File: config.mk
export PLATFORM = sky130hd
export DESIGN_NAME = mbo_override
export DESIGN_NICKNAME = d
export VERILOG_FILES = /design/src/include/mbo_pkg.sv /design/src/hw/mbo_edge.sv /design/src/hw/mbo_override.sv
export SDC_FILE = /design/constraint.sdc
export NUM_CORES = 1
export LEC_CHECK = 0
export BUFFER_PORTS_ARGS = -buffer_cell sky130_fd_sc_hd__buf_2
export CORE_ASPECT_RATIO = 0.8
export CORE_MARGIN = 2
export CORE_UTILIZATION = 45
export CTS_BUF_LIST = sky130_fd_sc_hd__clkbuf_16
export CTS_CLUSTER_DIAMETER = 120
export DETAILED_ROUTE_END_ITERATION = 7
export PLACE_DENSITY = 0.75
export SYNTH_ARGS = -nofsm -noshare
export SYNTH_HDL_FRONTEND = slang
export SYNTH_SLANG_ARGS = --single-unit
File: constraint.sdc
create_clock -name mclk -period 1.6 [get_ports mclk]
set_input_delay 0.08 -clock mclk [delete_from_list [all_inputs] [get_ports mclk]]
set_output_delay 0.08 -clock mclk [all_outputs]
set_load 0.01 [all_outputs]
File: src/include/mbo_pkg.sv
// Summary of operation
// - by default a rising edge on input one sends up to all drives
// - by default a falling edge on input one sends stop to all drives
// - by default a rising edge on input two sends down to all drives
// - by default a falling edge on input two sends stop to all drives
// - the command for each edge of each input is reconfigurable
// - once a manual input is used, host movement commands are blocked
// - host acceptance resumes only on a rising edge of the re-enable input or on reset
// - up to 16 drives, each reachable by its own address
// - host up, down, stop, position and slat angle become bus telegrams
// - drive replies with position, errors and service data go to the host
package mbo_pkg;
    localparam int ADDR_W = 4;
    localparam int DATA_W = 16;
    localparam logic [ADDR_W-1:0] BCAST_ADDR = 4'h0;
    typedef enum logic [2:0] {
        MBO_CMD_STOP,
        MBO_CMD_UP,
        MBO_CMD_DOWN,
        MBO_CMD_POS,
        MBO_CMD_ANGLE,
        MBO_CMD_NONE
    } mbo_cmd_t;
    // default edge assignments of the two manual inputs
    localparam logic [2:0] DEF_ONE_RISE = 3'h1;
    localparam logic [2:0] DEF_ONE_FALL = 3'h0;
    localparam logic [2:0] DEF_TWO_RISE = 3'h2;
    localparam logic [2:0] DEF_TWO_FALL = 3'h0;
    // one request toward the motor bus, or from the host
    typedef struct packed {
        logic valid;
        logic broadcast;
        logic [ADDR_W-1:0] addr;
        logic [2:0] cmd;
        logic [DATA_W-1:0] arg;
    } mbo_tel_t;
    // one reply from a drive
    typedef struct packed {
        logic valid;
        logic [ADDR_W-1:0] addr;
        logic [1:0] kind;
        logic [DATA_W-1:0] data;
    } mbo_reply_t;
    // per-edge command table
    typedef struct packed {
        logic [2:0] one_rise;
        logic [2:0] one_fall;
        logic [2:0] two_rise;
        logic [2:0] two_fall;
    } mbo_map_t;
endpackage

File: src/hw/mbo_edge.sv
`timescale 1ns/1ps
// two-stage synchroniser plus edge detector for one pin
module mbo_edge (
    input wire logic mclk,
    input wire logic reset,
    input wire logic pin,
    output logic rise,
    output logic fall
);
    typedef struct packed {
        logic s1;
        logic s2;
        logic s3;
        logic rise;
        logic fall;
    } mbo_edge_st_t;
    mbo_edge_st_t st;
    mbo_edge_st_t next_st;

    // edges are seen only between s2 and s3, never on the first stage
    always_comb begin
        next_st = st;
        next_st.s1 = pin;
        next_st.s2 = st.s1;
        next_st.s3 = st.s2;
        next_st.rise = st.s2 & ~st.s3;
        next_st.fall = ~st.s2 & st.s3;
    end

    always_ff @(posedge mclk) begin
        if (reset) begin
            st <= '0;
        end else begin
            st <= next_st;
        end
    end

    assign rise = st.rise;
    assign fall = st.fall;
endmodule

File: src/hw/mbo_override.sv
`timescale 1ns/1ps
////////////////////////////////////////////////////////////////////////////////
// command interpreter: host requests and manual inputs to motor-bus telegrams
module mbo_override #(
    parameter int DRIVES = 16
) (
    input wire logic mclk,
    input wire logic reset,
    input wire logic manual_input_one,
    input wire logic manual_input_two,
    input wire logic host_command_reenable,
    input wire logic map_load,
    input wire mbo_pkg::mbo_map_t map_in,
    input wire mbo_pkg::mbo_tel_t host_req,
    output logic host_ready,
    output mbo_pkg::mbo_tel_t bus_tel,
    input wire logic bus_ready,
    input wire mbo_pkg::mbo_reply_t drive_reply,
    output mbo_pkg::mbo_reply_t host_reply,
    output logic manual_lock,
    output logic [DRIVES-1:0] drive_seen
);
    ////////////////////////////////////////////////////////////////////////////
    // whole state of the block in one register; tel, reply, lock, seen and
    // host_ready are the visible outputs, pend_man is the one-deep manual command slot
    typedef struct packed {
        mbo_pkg::mbo_map_t map;
        mbo_pkg::mbo_tel_t tel;
        mbo_pkg::mbo_reply_t reply;
        mbo_pkg::mbo_tel_t pend_man;
        logic lock;
        logic re_s1;
        logic re_s2;
        logic re_s3;
        logic host_ready;
        logic [DRIVES-1:0] seen;
    } mbo_st_t;
    mbo_st_t st;
    mbo_st_t next_st;
    logic one_rise;
    logic one_fall;
    logic two_rise;
    logic two_fall;
    logic any_edge;
    logic re_rise;
    logic host_take;

    ////////////////////////////////////////////////////////////////////////////
    // helpers

    // true when any of the four manual edge pulses is up; the lock, the
    // pending slot and the host refusal must all agree on this one condition
    function automatic logic edge_seen(
        input logic a,
        input logic b,
        input logic c,
        input logic d
    );
        return a | b | c | d;
    endfunction

    // command of the edge that fired; one pin shows at most one edge a cycle,
    // so the fixed order only decides when both pins move in the same cycle
    function automatic logic [2:0] edge_cmd(
        input mbo_pkg::mbo_map_t m,
        input logic r1,
        input logic f1,
        input logic r2
    );
        logic [2:0] c;
        c = m.two_fall;
        if (r1) begin
            c = m.one_rise;
        end else if (f1) begin
            c = m.one_fall;
        end else if (r2) begin
            c = m.two_rise;
        end
        return c;
    endfunction

    // host codes above slat angle have no telegram; they go out as stop so
    // that a bad request can never leave a drive moving
    function automatic logic [2:0] host_cmd(input logic [2:0] cmd);
        logic [2:0] c;
        c = cmd;
        if (cmd > 3'(mbo_pkg::MBO_CMD_ANGLE)) begin
            c = 3'(mbo_pkg::MBO_CMD_STOP);
        end
        return c;
    endfunction

    // a reply address beyond the drive count is not marked; with fewer than
    // 16 drives this keeps the index inside the seen vector
    function automatic logic addr_in_range(input logic [mbo_pkg::ADDR_W-1:0] a);
        return 32'(a) < DRIVES;
    endfunction

    // host may offer a request only when nothing at all is in flight, which
    // keeps one request at a time and the answer order obvious
    function automatic logic slot_idle(
        input logic locked,
        input logic tel_busy,
        input logic man_busy
    );
        return !locked && !tel_busy && !man_busy;
    endfunction

    // builds a broadcast telegram for a manual edge
    function automatic mbo_pkg::mbo_tel_t man_tel(input logic [2:0] cmd);
        mbo_pkg::mbo_tel_t t;
        t = '0;
        t.valid = (cmd != 3'(mbo_pkg::MBO_CMD_NONE));
        t.broadcast = 1'b1;
        t.addr = mbo_pkg::BCAST_ADDR;
        t.cmd = cmd;
        return t;
    endfunction

    ////////////////////////////////////////////////////////////////////////////
    mbo_edge u_one (
        .mclk(mclk),
        .reset(reset),
        .pin(manual_input_one),
        .rise(one_rise),
        .fall(one_fall)
    );
    mbo_edge u_two (
        .mclk(mclk),
        .reset(reset),
        .pin(manual_input_two),
        .rise(two_rise),
        .fall(two_fall)
    );

    ////////////////////////////////////////////////////////////////////////////
    // decoded events of this cycle, shared by the next-state logic below
    assign any_edge = edge_seen(one_rise, one_fall, two_rise, two_fall);
    // re-enable acts on its synchronised rising edge only, never on its level
    assign re_rise = st.re_s2 & ~st.re_s3;
    // a host request is taken only when ready was shown, no lock stands and
    // no manual edge arrives in the same cycle, so a host command can never
    // slip past a manual edge that is already on its way
    assign host_take = host_req.valid & st.host_ready & ~st.lock & ~any_edge;

    ////////////////////////////////////////////////////////////////////////////
    // next state: manual commands win over host ones on the bus
    always_comb begin
        next_st = st;
        next_st.re_s1 = host_command_reenable;
        next_st.re_s2 = st.re_s1;
        next_st.re_s3 = st.re_s2;
        // table loads at any time; defaults are only the reset contents
        if (map_load) begin
            next_st.map = map_in;
        end
        // a sent telegram leaves the output once the bus takes it
        if (st.tel.valid && bus_ready) begin
            next_st.tel.valid = 1'b0;
        end
        // latest manual edge is held until the bus can take it; a newer edge
        // overwrites an older one still waiting, since only the last command
        // a user gave should reach the drives
        if (any_edge) begin
            next_st.pend_man = man_tel(edge_cmd(st.map, one_rise, one_fall, two_rise));
        end
        // a rising re-enable edge clears the lock, but a manual edge
        // in the same cycle sets it again; the set is written last so it wins
        if (re_rise) begin
            next_st.lock = 1'b0;
        end
        // any edge locks out the host, even one mapped to no command, because
        // the user has taken the drives over either way
        if (any_edge) begin
            next_st.lock = 1'b1;
        end
        // bus slot free: manual first, then an unblocked host request
        if (!next_st.tel.valid) begin
            if (st.pend_man.valid) begin
                next_st.tel = st.pend_man;
                // keep the slot if a newer edge has just been stored in it
                if (!any_edge) begin
                    next_st.pend_man.valid = 1'b0;
                end
            end else if (host_take) begin
                // host address goes out as given, one of up to 16 drives
                next_st.tel = host_req;
                next_st.tel.cmd = host_cmd(host_req.cmd);
            end
        end
        // host is told to hold off while locked or while the slot is busy
        next_st.host_ready = slot_idle(next_st.lock, next_st.tel.valid,
            next_st.pend_man.valid);
        // replies pass straight to the host, one cycle later
        next_st.reply = drive_reply;
        // seen bits are sticky until reset, so the host can poll at leisure;
        // an address past the drive count is ignored rather than wrapped
        if (drive_reply.valid && addr_in_range(drive_reply.addr)) begin
            next_st.seen[drive_reply.addr] = 1'b1;
        end
    end

    // one register stage for the whole block
    always_ff @(posedge mclk) begin
        if (reset) begin
            st <= '0;
            st.map.one_rise <= mbo_pkg::DEF_ONE_RISE;
            st.map.one_fall <= mbo_pkg::DEF_ONE_FALL;
            st.map.two_rise <= mbo_pkg::DEF_TWO_RISE;
            st.map.two_fall <= mbo_pkg::DEF_TWO_FALL;
        end else begin
            st <= next_st;
        end
    end

    assign host_ready = st.host_ready;
    assign bus_tel = st.tel;
    assign host_reply = st.reply;
    assign manual_lock = st.lock;
    assign drive_seen = st.seen;
endmodule

==> results of run 1 <==
-- worst max-delay path, delay by kind of cell, from the launching register on --
kind                   cells  cell delay (ns)
buffers and inverters      2             0.30
and+or+nand+nor            3             0.80
DFF                        1             0.32
AOI/OAI and AO/OA          1             0.13
-- metal layers --
layer	vias up	part of all wire [%]	wire length (µm)
met5	-	0	0
met4	0	1.0	82
met3	9	6.7	538
met2	102	47	3810
met1	1411	45	3650
li1	1526	-	-
-- flip-flops by register name, indices dropped and copies added, names as in the netlist, 2 cells and up --
name,count
bus_tel,25
drive_seen,16
host_reply,23
next_st,2
st,18
u_one.next_st,2
u_two.next_st,2
-- report_power, final --
| part | leakage, µW | internal (µW) | switching [µW] |
|---|---|---|---|
| clock | 0.000131 | 1050 | 873 |
| sequential | 0.000788 | 2510 | 56.4 |
| combinational | 0.00133 | 354 | 318 |
| total | 0.00224 | 3910 | 1250 |
-- through the flow --
stage                     setup slack (ns)  setup TNS (ns)  hold slack (ns)  std cells  total power (µW)
after floorplan                    -0.0678           -1.36            0.159        403              3010
after global placement             -0.0196          -0.319            0.287        570              3130
after detailed placement           -0.0644          -0.938            0.290        570              3140
after CTS                          -0.0319          -0.363          0.00306        640              5220
after global routing               -0.0883           -1.05          0.00418        641              5410
final                              -0.0297         -0.0942          0.00759        641              5160
-- path summary, 6_finish.rpt --
| path | endpoint | start | cells past startpoint | slack (ns) |
|---|---|---|---|---|
| max | bus_tel[12] | u_one.fall | 6 | -0.03 |
| min | st[94] | map_in[0] | 3 | 0.008 |
| max reg2reg | bus_tel[12] | u_one.fall | 6 | -0.03 |
| min reg2reg | u_one.fall | u_one.next_st[2] | 1 | 0.41 |
-- layout by cell type, fill, tap and decap left out, types with 4 or more instances in the layout --
cell type / netlist / routed
a211oi_1: 4 / 4
a21oi_1: 44 / 35
a21oi_2: 0 / 9
a22oi_1: 4 / 4
a31oi_1: 4 / 4
buf_2: 0 / 132
buf_4: 64 / 12
clkbuf_16: 0 / 10
dfxtp_1: 96 / 95
dlygate4sd3_1: 0 / 50
inv_1: 4 / 5
mux2i_1: 11 / 11
nand2_1: 26 / 23
nor2_1: 39 / 39
nor2b_1: 40 / 40
nor3b_1: 4 / 4
o21ai_0: 21 / 15
o21ai_1: 0 / 6
-- logic make-up (layout without fill, tap and decap cells) --
family	after synthesis	count (layout)	share of synthesized area (%)
multiplexers	11	11	2.93
AND/OR/NAND/NOR	122	122	17.0
buffers and inverters	89	219	16.1
flip-flops	96	96	51.2
AO/OA/AOI/OAI	85	85	12.7
-- final cells by class --
type	count	area, µm²	area share, %
Inverter	4	15.0	0.301
Clock inverter	7	48.8	0.979
Multi-Input combinational cell	218	1300	26.0
Timing Repair Buffer	199	1340	26.9
Clock buffer	9	225	4.52
Tap cell	108	135	2.71
Sequential cell	96	1920	38.6
-- repair_timing --
item / 4_1_cts / 5_1_grt
resized for setup: 8 / 15
hold buffers: 50 / 0
cloned: 2 / 0
buffers inserted: 2 / 1
endpoints found under the hold margin: 50 / 0
endpoints found under the setup margin: 23 / 23
pin swaps: 4 / 1
==> impl_metrics.csv, run 1 <==
group,metric,value,unit
sta,worst_pin_slew,0.561,ns
logic_synthesis,synthCells,403,
logic_synthesis,synth_area_leader_cell,"dfxtp_1",
global_routing,grt_max_degree,95,
logic_synthesis,syn_nets,470,
global_routing,grt-ovfl-total,0,
placement,dpl_cell_area,4080,µm²
cells_and_area,stdcell_area,4980,µm²
placement,dp_hpwl,5.03,mm
logic_synthesis,syn_area,3750,µm²
sta,skew,0.00335,ns
detailed_routing,antenna_left,0,
setup_path,cp_max_fo,10,
worst_hold_path,hold_class,"in -> reg",
power_and_ir_drop,p_leak,0.00224,µW
sta,hold_violations,0,
clock_network,cts_tree,"yes",
detailed_routing,routedWlPerCell,12.6,µm
logic_synthesis,synth_edf_count,0,
clock_network,cts_root_buffer,"clkbuf_16",
clock_network,cts_sinks,96,
sta,fmax,0.614,GHz
clock_network,cts_buffers,9,
cells_and_area,finalCoreUtilization,62.1,%
sta,setup_ws,-0.0297,ns
logic_synthesis,yosys-top-cells-area,"dfxtp_1, buf_4, nor2b_1, a21oi_1, nor2_1",
logic_synthesis,async_reset_ff_share,0,%
sta,rsz0062_at_grt,"true",
setup_path,path_cells,"or4_4, nor4_4, buf_4, buf_12, nand2_1, a21oi_2",
cells_and_area,nets,595,
placement,routabilityCongestion,0.845,
cells_and_area,fillers,663,
global_routing,use_met1,21.0,%
logic_synthesis,synth_cell_types,34,
global_routing,antenna_found_initial,0,
floorplanning,fp.dieH,85.7,µm
floorplanning,dieArea,9090,µm²
setup_path,required,1.86,ns
detailed_routing,wl,8.08,mm
setup_path,crit_path_end_kind,"register",
power_and_ir_drop,irDropWorstVdd,708,µV
floorplanning,die_x,106,µm
global_routing,met3_usage,6.91,%
sta,period_share,102,%
power_and_ir_drop,cellPowerDensity,1040,nW/µm²
placement,portBuffers,132,
detailed_routing,drt_iter0_drc,130,
clock_network,htree_levels,3,
sta,timing.slew.headroom,62.6,%
flow_run,cap_violations,0,
cells_and_area,synthToLayoutAreaGrowth,32.8,%
sta,slew_violations,0,
status,failed_checks,"negative setup slack",
setup_path,crit_path_top_delay_cell,"or4_4",
floorplanning,fp.coreArea,8020,µm²
logic_synthesis,synth-seq-area-share,51.2,%
detailed_routing,vias_per_cell,4.76,
cells_and_area,antenna_cells,0,
global_routing,grt_busiest_layer,"met2",
logic_synthesis,ys.flop_type,"dfxtp_1",
global_routing,grt_pass1_wl,12.9,mm
detailed_routing,firstDrtPassIters,4,
global_routing,grt_use_met2,30.1,%
logic_synthesis,ys_ff_latch,96,
setup_path,max_stage_delay,0.57,ns
logic_synthesis,synth_warnings,0,
floorplanning,num_io_pins,133,
logic_synthesis,ys_top_cells_by_count,"dfxtp_1, buf_4, a21oi_1, nor2b_1, nor2_1",
detailed_routing,drc,0,
setup_path,startpoint_type,"register",
clock_network,clock_latency,0.33,ns
cells_and_area,drive_gt1_share,33.8,%
setup_path,arrival,1.89,ns
setup_path,critPathKind,"reg -> reg",
global_routing,grt_use_total,17.5,%
detailed_routing,vias,3048,
clock_network,cts_max_path_buffers,2,
logic_synthesis,synth_most_common_cell,"dfxtp_1",
logic_synthesis,synth_area_per_cell,9.31,µm²
floorplanning,start_util,46.8,%
clock_network,path_clk_slew,0.06,ns
status,status,"finished, violations left",
sta,setup_viol,8,
global_routing,grt_pass1_vias,2845,
sta,final.min_clock_period,1.63,ns
floorplanning,rows,29,
logic_synthesis,synth_top_area_share,51.2,%
Power figures use the tool's default switching activity.
==> run 2: changes to the inputs <==
Settings changed: HOLD_SLACK_MARGIN set to 0.1, RECOVER_POWER set to 50, SLEW_MARGIN set to 30.
==> run 2 against run 1 <==
  * Sequential share of layout area is 0.42 points lower
  * Worst setup slack better by 0.0011 ns
  * First-iteration DRC count is 2.3% lower
  * Clock power hardly changed
  * Critical endpoint unchanged
  * Maximum frequency hardly changed
  * The flow still finishes with violations (negative setup slack)
==> impl_metrics.csv, run 2 (synthesis gave the netlist of run 1 again) <==
group,metric,value,unit
setup_path,arrival,1.88,ns
setup_path,cp_max_fo,10,
sta,hold_slack,0.124,ns
power_and_ir_drop,cellPowerDensity,1030,nW/µm²
cells_and_area,drive_gt1_share,28.0,%
clock_network,clock_latency,0.32,ns
setup_path,crit_path_end_kind,"register",
placement,dp_hpwl,5.03,mm
detailed_routing,route.met3.wl,544,µm
setup_path,path_cells,"or4_4, nor4_4, buf_4, buf_12, nand2_1, a21oi_2",
power_and_ir_drop,p_int,3920,µW
setup_path,max_stage_delay,0.57,ns
power_and_ir_drop,power_switching,1260,µW
cells_and_area,nets,604,
placement,routabilityCongestion,0.845,
clock_network,cts_root_buffer,"clkbuf_16",
setup_path,startpoint_type,"register",
floorplanning,fp.coreArea,8020,µm²
floorplanning,start_util,46.8,%
power_and_ir_drop,irDropWorstVdd,625,µV
worst_hold_path,whs_endpoint,"bus_tel[18]",
sta,period_share,102,%
clock_network,cts_tree,"yes",
clock_network,cts_max_path_buffers,2,
setup_path,crit_path_top_delay_cell,"or4_4",
global_routing,grt_pass1_wl,13.3,mm
global_routing,grt_max_degree,95,
cells_and_area,largest_register_ffs,25,
sta,setup_ws,-0.0286,ns
cells_and_area,mostFrequentLayoutCell,"buf_2",
detailed_routing,wl_met1,3.71,mm
power_and_ir_drop,p_leak,0.00218,µW
worst_hold_path,hold_depth,4,
sta,slew_violations,0,
global_routing,antenna_found_initial,0,
power_and_ir_drop,combPwrFrac,13.2,%
sta,setup_viol,8,
floorplanning,die_x,106,µm
detailed_routing,drt_iter0_drc,127,
detailed_routing,vias,3100,
cells_and_area,fillers,675,
cells_and_area,final_cell_mix,"buf_2, dfxtp_1, dlygate4sd3_1",
worst_hold_path,hold_start,"host_req[16]",
global_routing,grt_use_total,18.2,%
power_and_ir_drop,swShare,24.3,%
clock_network,cts_buffers,9,
cells_and_area,finalCoreUtilization,62.8,%
detailed_routing,top_layer,"met4",
sta,hold_violations,0,
detailed_routing,firstDrtPassIters,4,
cells_and_area,synthToLayoutAreaGrowth,34.2,%
sta,fin_setup_tns,-0.0923,ns
floorplanning,rows,29,
setup_path,rr_worst_depth,6,
setup_path,reg2reg_from,"u_one.fall",
sta,final.min_clock_period,1.63,ns
setup_path,worst-r2r-setup-slack,-0.03,ns
detailed_routing,met2_length,3.95,mm
clock_network,path_clk_slew,0.06,ns
global_routing,grt_pass1_vias,2920,
detailed_routing,routedWlPerCell,12.8,µm
worst_hold_path,hold_class,"in -> reg",
status,failed_checks,"negative setup slack",
clock_network,cts_sinks,96,
placement,place_ws,-0.0644,ns
cells_and_area,antenna_cells,0,
setup_path,r2r-end,"bus_tel[12]",
placement,portBuffers,132,
setup_path,required,1.85,ns
sta,timing.slew.headroom,57.1,%
status,status,"finished, violations left",
sta,rsz0062_at_grt,"true",
sta,skew,0.00312,ns
detailed_routing,wl,8.29,mm
power_and_ir_drop,power_frac_seq,49.6,%
floorplanning,num_io_pins,133,
floorplanning,dieArea,9090,µm²
power_and_ir_drop,clockPowerShare,37.2,%
detailed_routing,vias_per_cell,4.77,
sta,worst_pin_slew,0.643,ns
floorplanning,fp.dieH,85.7,µm
clock_network,htree_levels,3,
sta,fmax,0.614,GHz
setup_path,critPathKind,"reg -> reg",
flow_run,cap_violations,0,
global_routing,grt-ovfl-total,0,
detailed_routing,drc,0,
detailed_routing,antenna_left,0,
run 2: cell count changes in the layout (fill, tap and decap cells not counted), sizes merged:
cell,delta
buf,-28
clkbuf,+28
dlygate4sd3,+9
run 2: cell type report:
cell class	count	area [µm²]	share of cell area [%]
Inverter	4	15.0	0.298
Clock buffer	9	225	4.47
Clock inverter	7	48.8	0.968
Multi-Input combinational cell	218	1300	25.8
Tap cell	108	135	2.68
Timing Repair Buffer	208	1390	27.7
Sequential cell	96	1920	38.2
run 2: per-layer routing:
layer	up-vias	global-route usage (%)
met3	10	6.99
li1	1544	-
met1	1438	21.5
met5	-	0
met2	108	31.6
met4	0	3.59
run 2: stage by stage:
| step | power (µW) | instance area (µm²) | instances |
|---|---|---|---|
| 3_5_place_dp | 3140 | 4080 | 570 |
| 5_1_grt | 5420 | 5040 | 650 |
| 3_3_place_gp | 3130 | 4080 | 570 |
| 6_report | 5180 | 5040 | 650 |
| 4_1_cts | 5230 | 5040 | 649 |
| 2_1_floorplan | 3010 | 3760 | 403 |
run 2: timing repair:
item	in CTS	in global routing
setup buffers	2	1
pin swaps	4	1
gates resized for setup	8	15
cloned	2	0
hold endpoints to repair	61	0
setup endpoints to repair	23	23
hold buffers	59	0
run 2: power by group through the flow:
stage / logic, µW / clock network (µW) / registers, µW
2_1_floorplan: 404 / 0 / 2600
3_3_place_gp: 516 / 0 / 2610
3_5_place_dp: 529 / 0 / 2620
4_1_cts: 676 / 2000 / 2560
5_1_grt: 744 / 2100 / 2580
6_report: 681 / 1930 / 2570
run 2: worst max-delay path by stage:
stage             endpoint       start  slack (ns)  cells past startpoint
2_1_floorplan  bus_tel[20]  u_one.fall       -0.07                      6
3_3_place_gp    bus_tel[8]  u_two.fall       -0.02                      5
3_5_place_dp    bus_tel[0]  u_two.fall       -0.06                      5
4_1_cts         bus_tel[0]  u_one.fall       -0.03                      6
5_1_grt        bus_tel[12]  u_one.fall       -0.09                      6
6_report       bus_tel[12]  u_one.fall       -0.03                      6
run 2: critical path, delay by kind of cell, from the launching register on:
kind                   cells  cell delay [ns]
AOI/OAI and AO/OA          1             0.13
DFF                        1             0.32
buffers and inverters      2             0.30
and+or+nand+nor            3             0.80
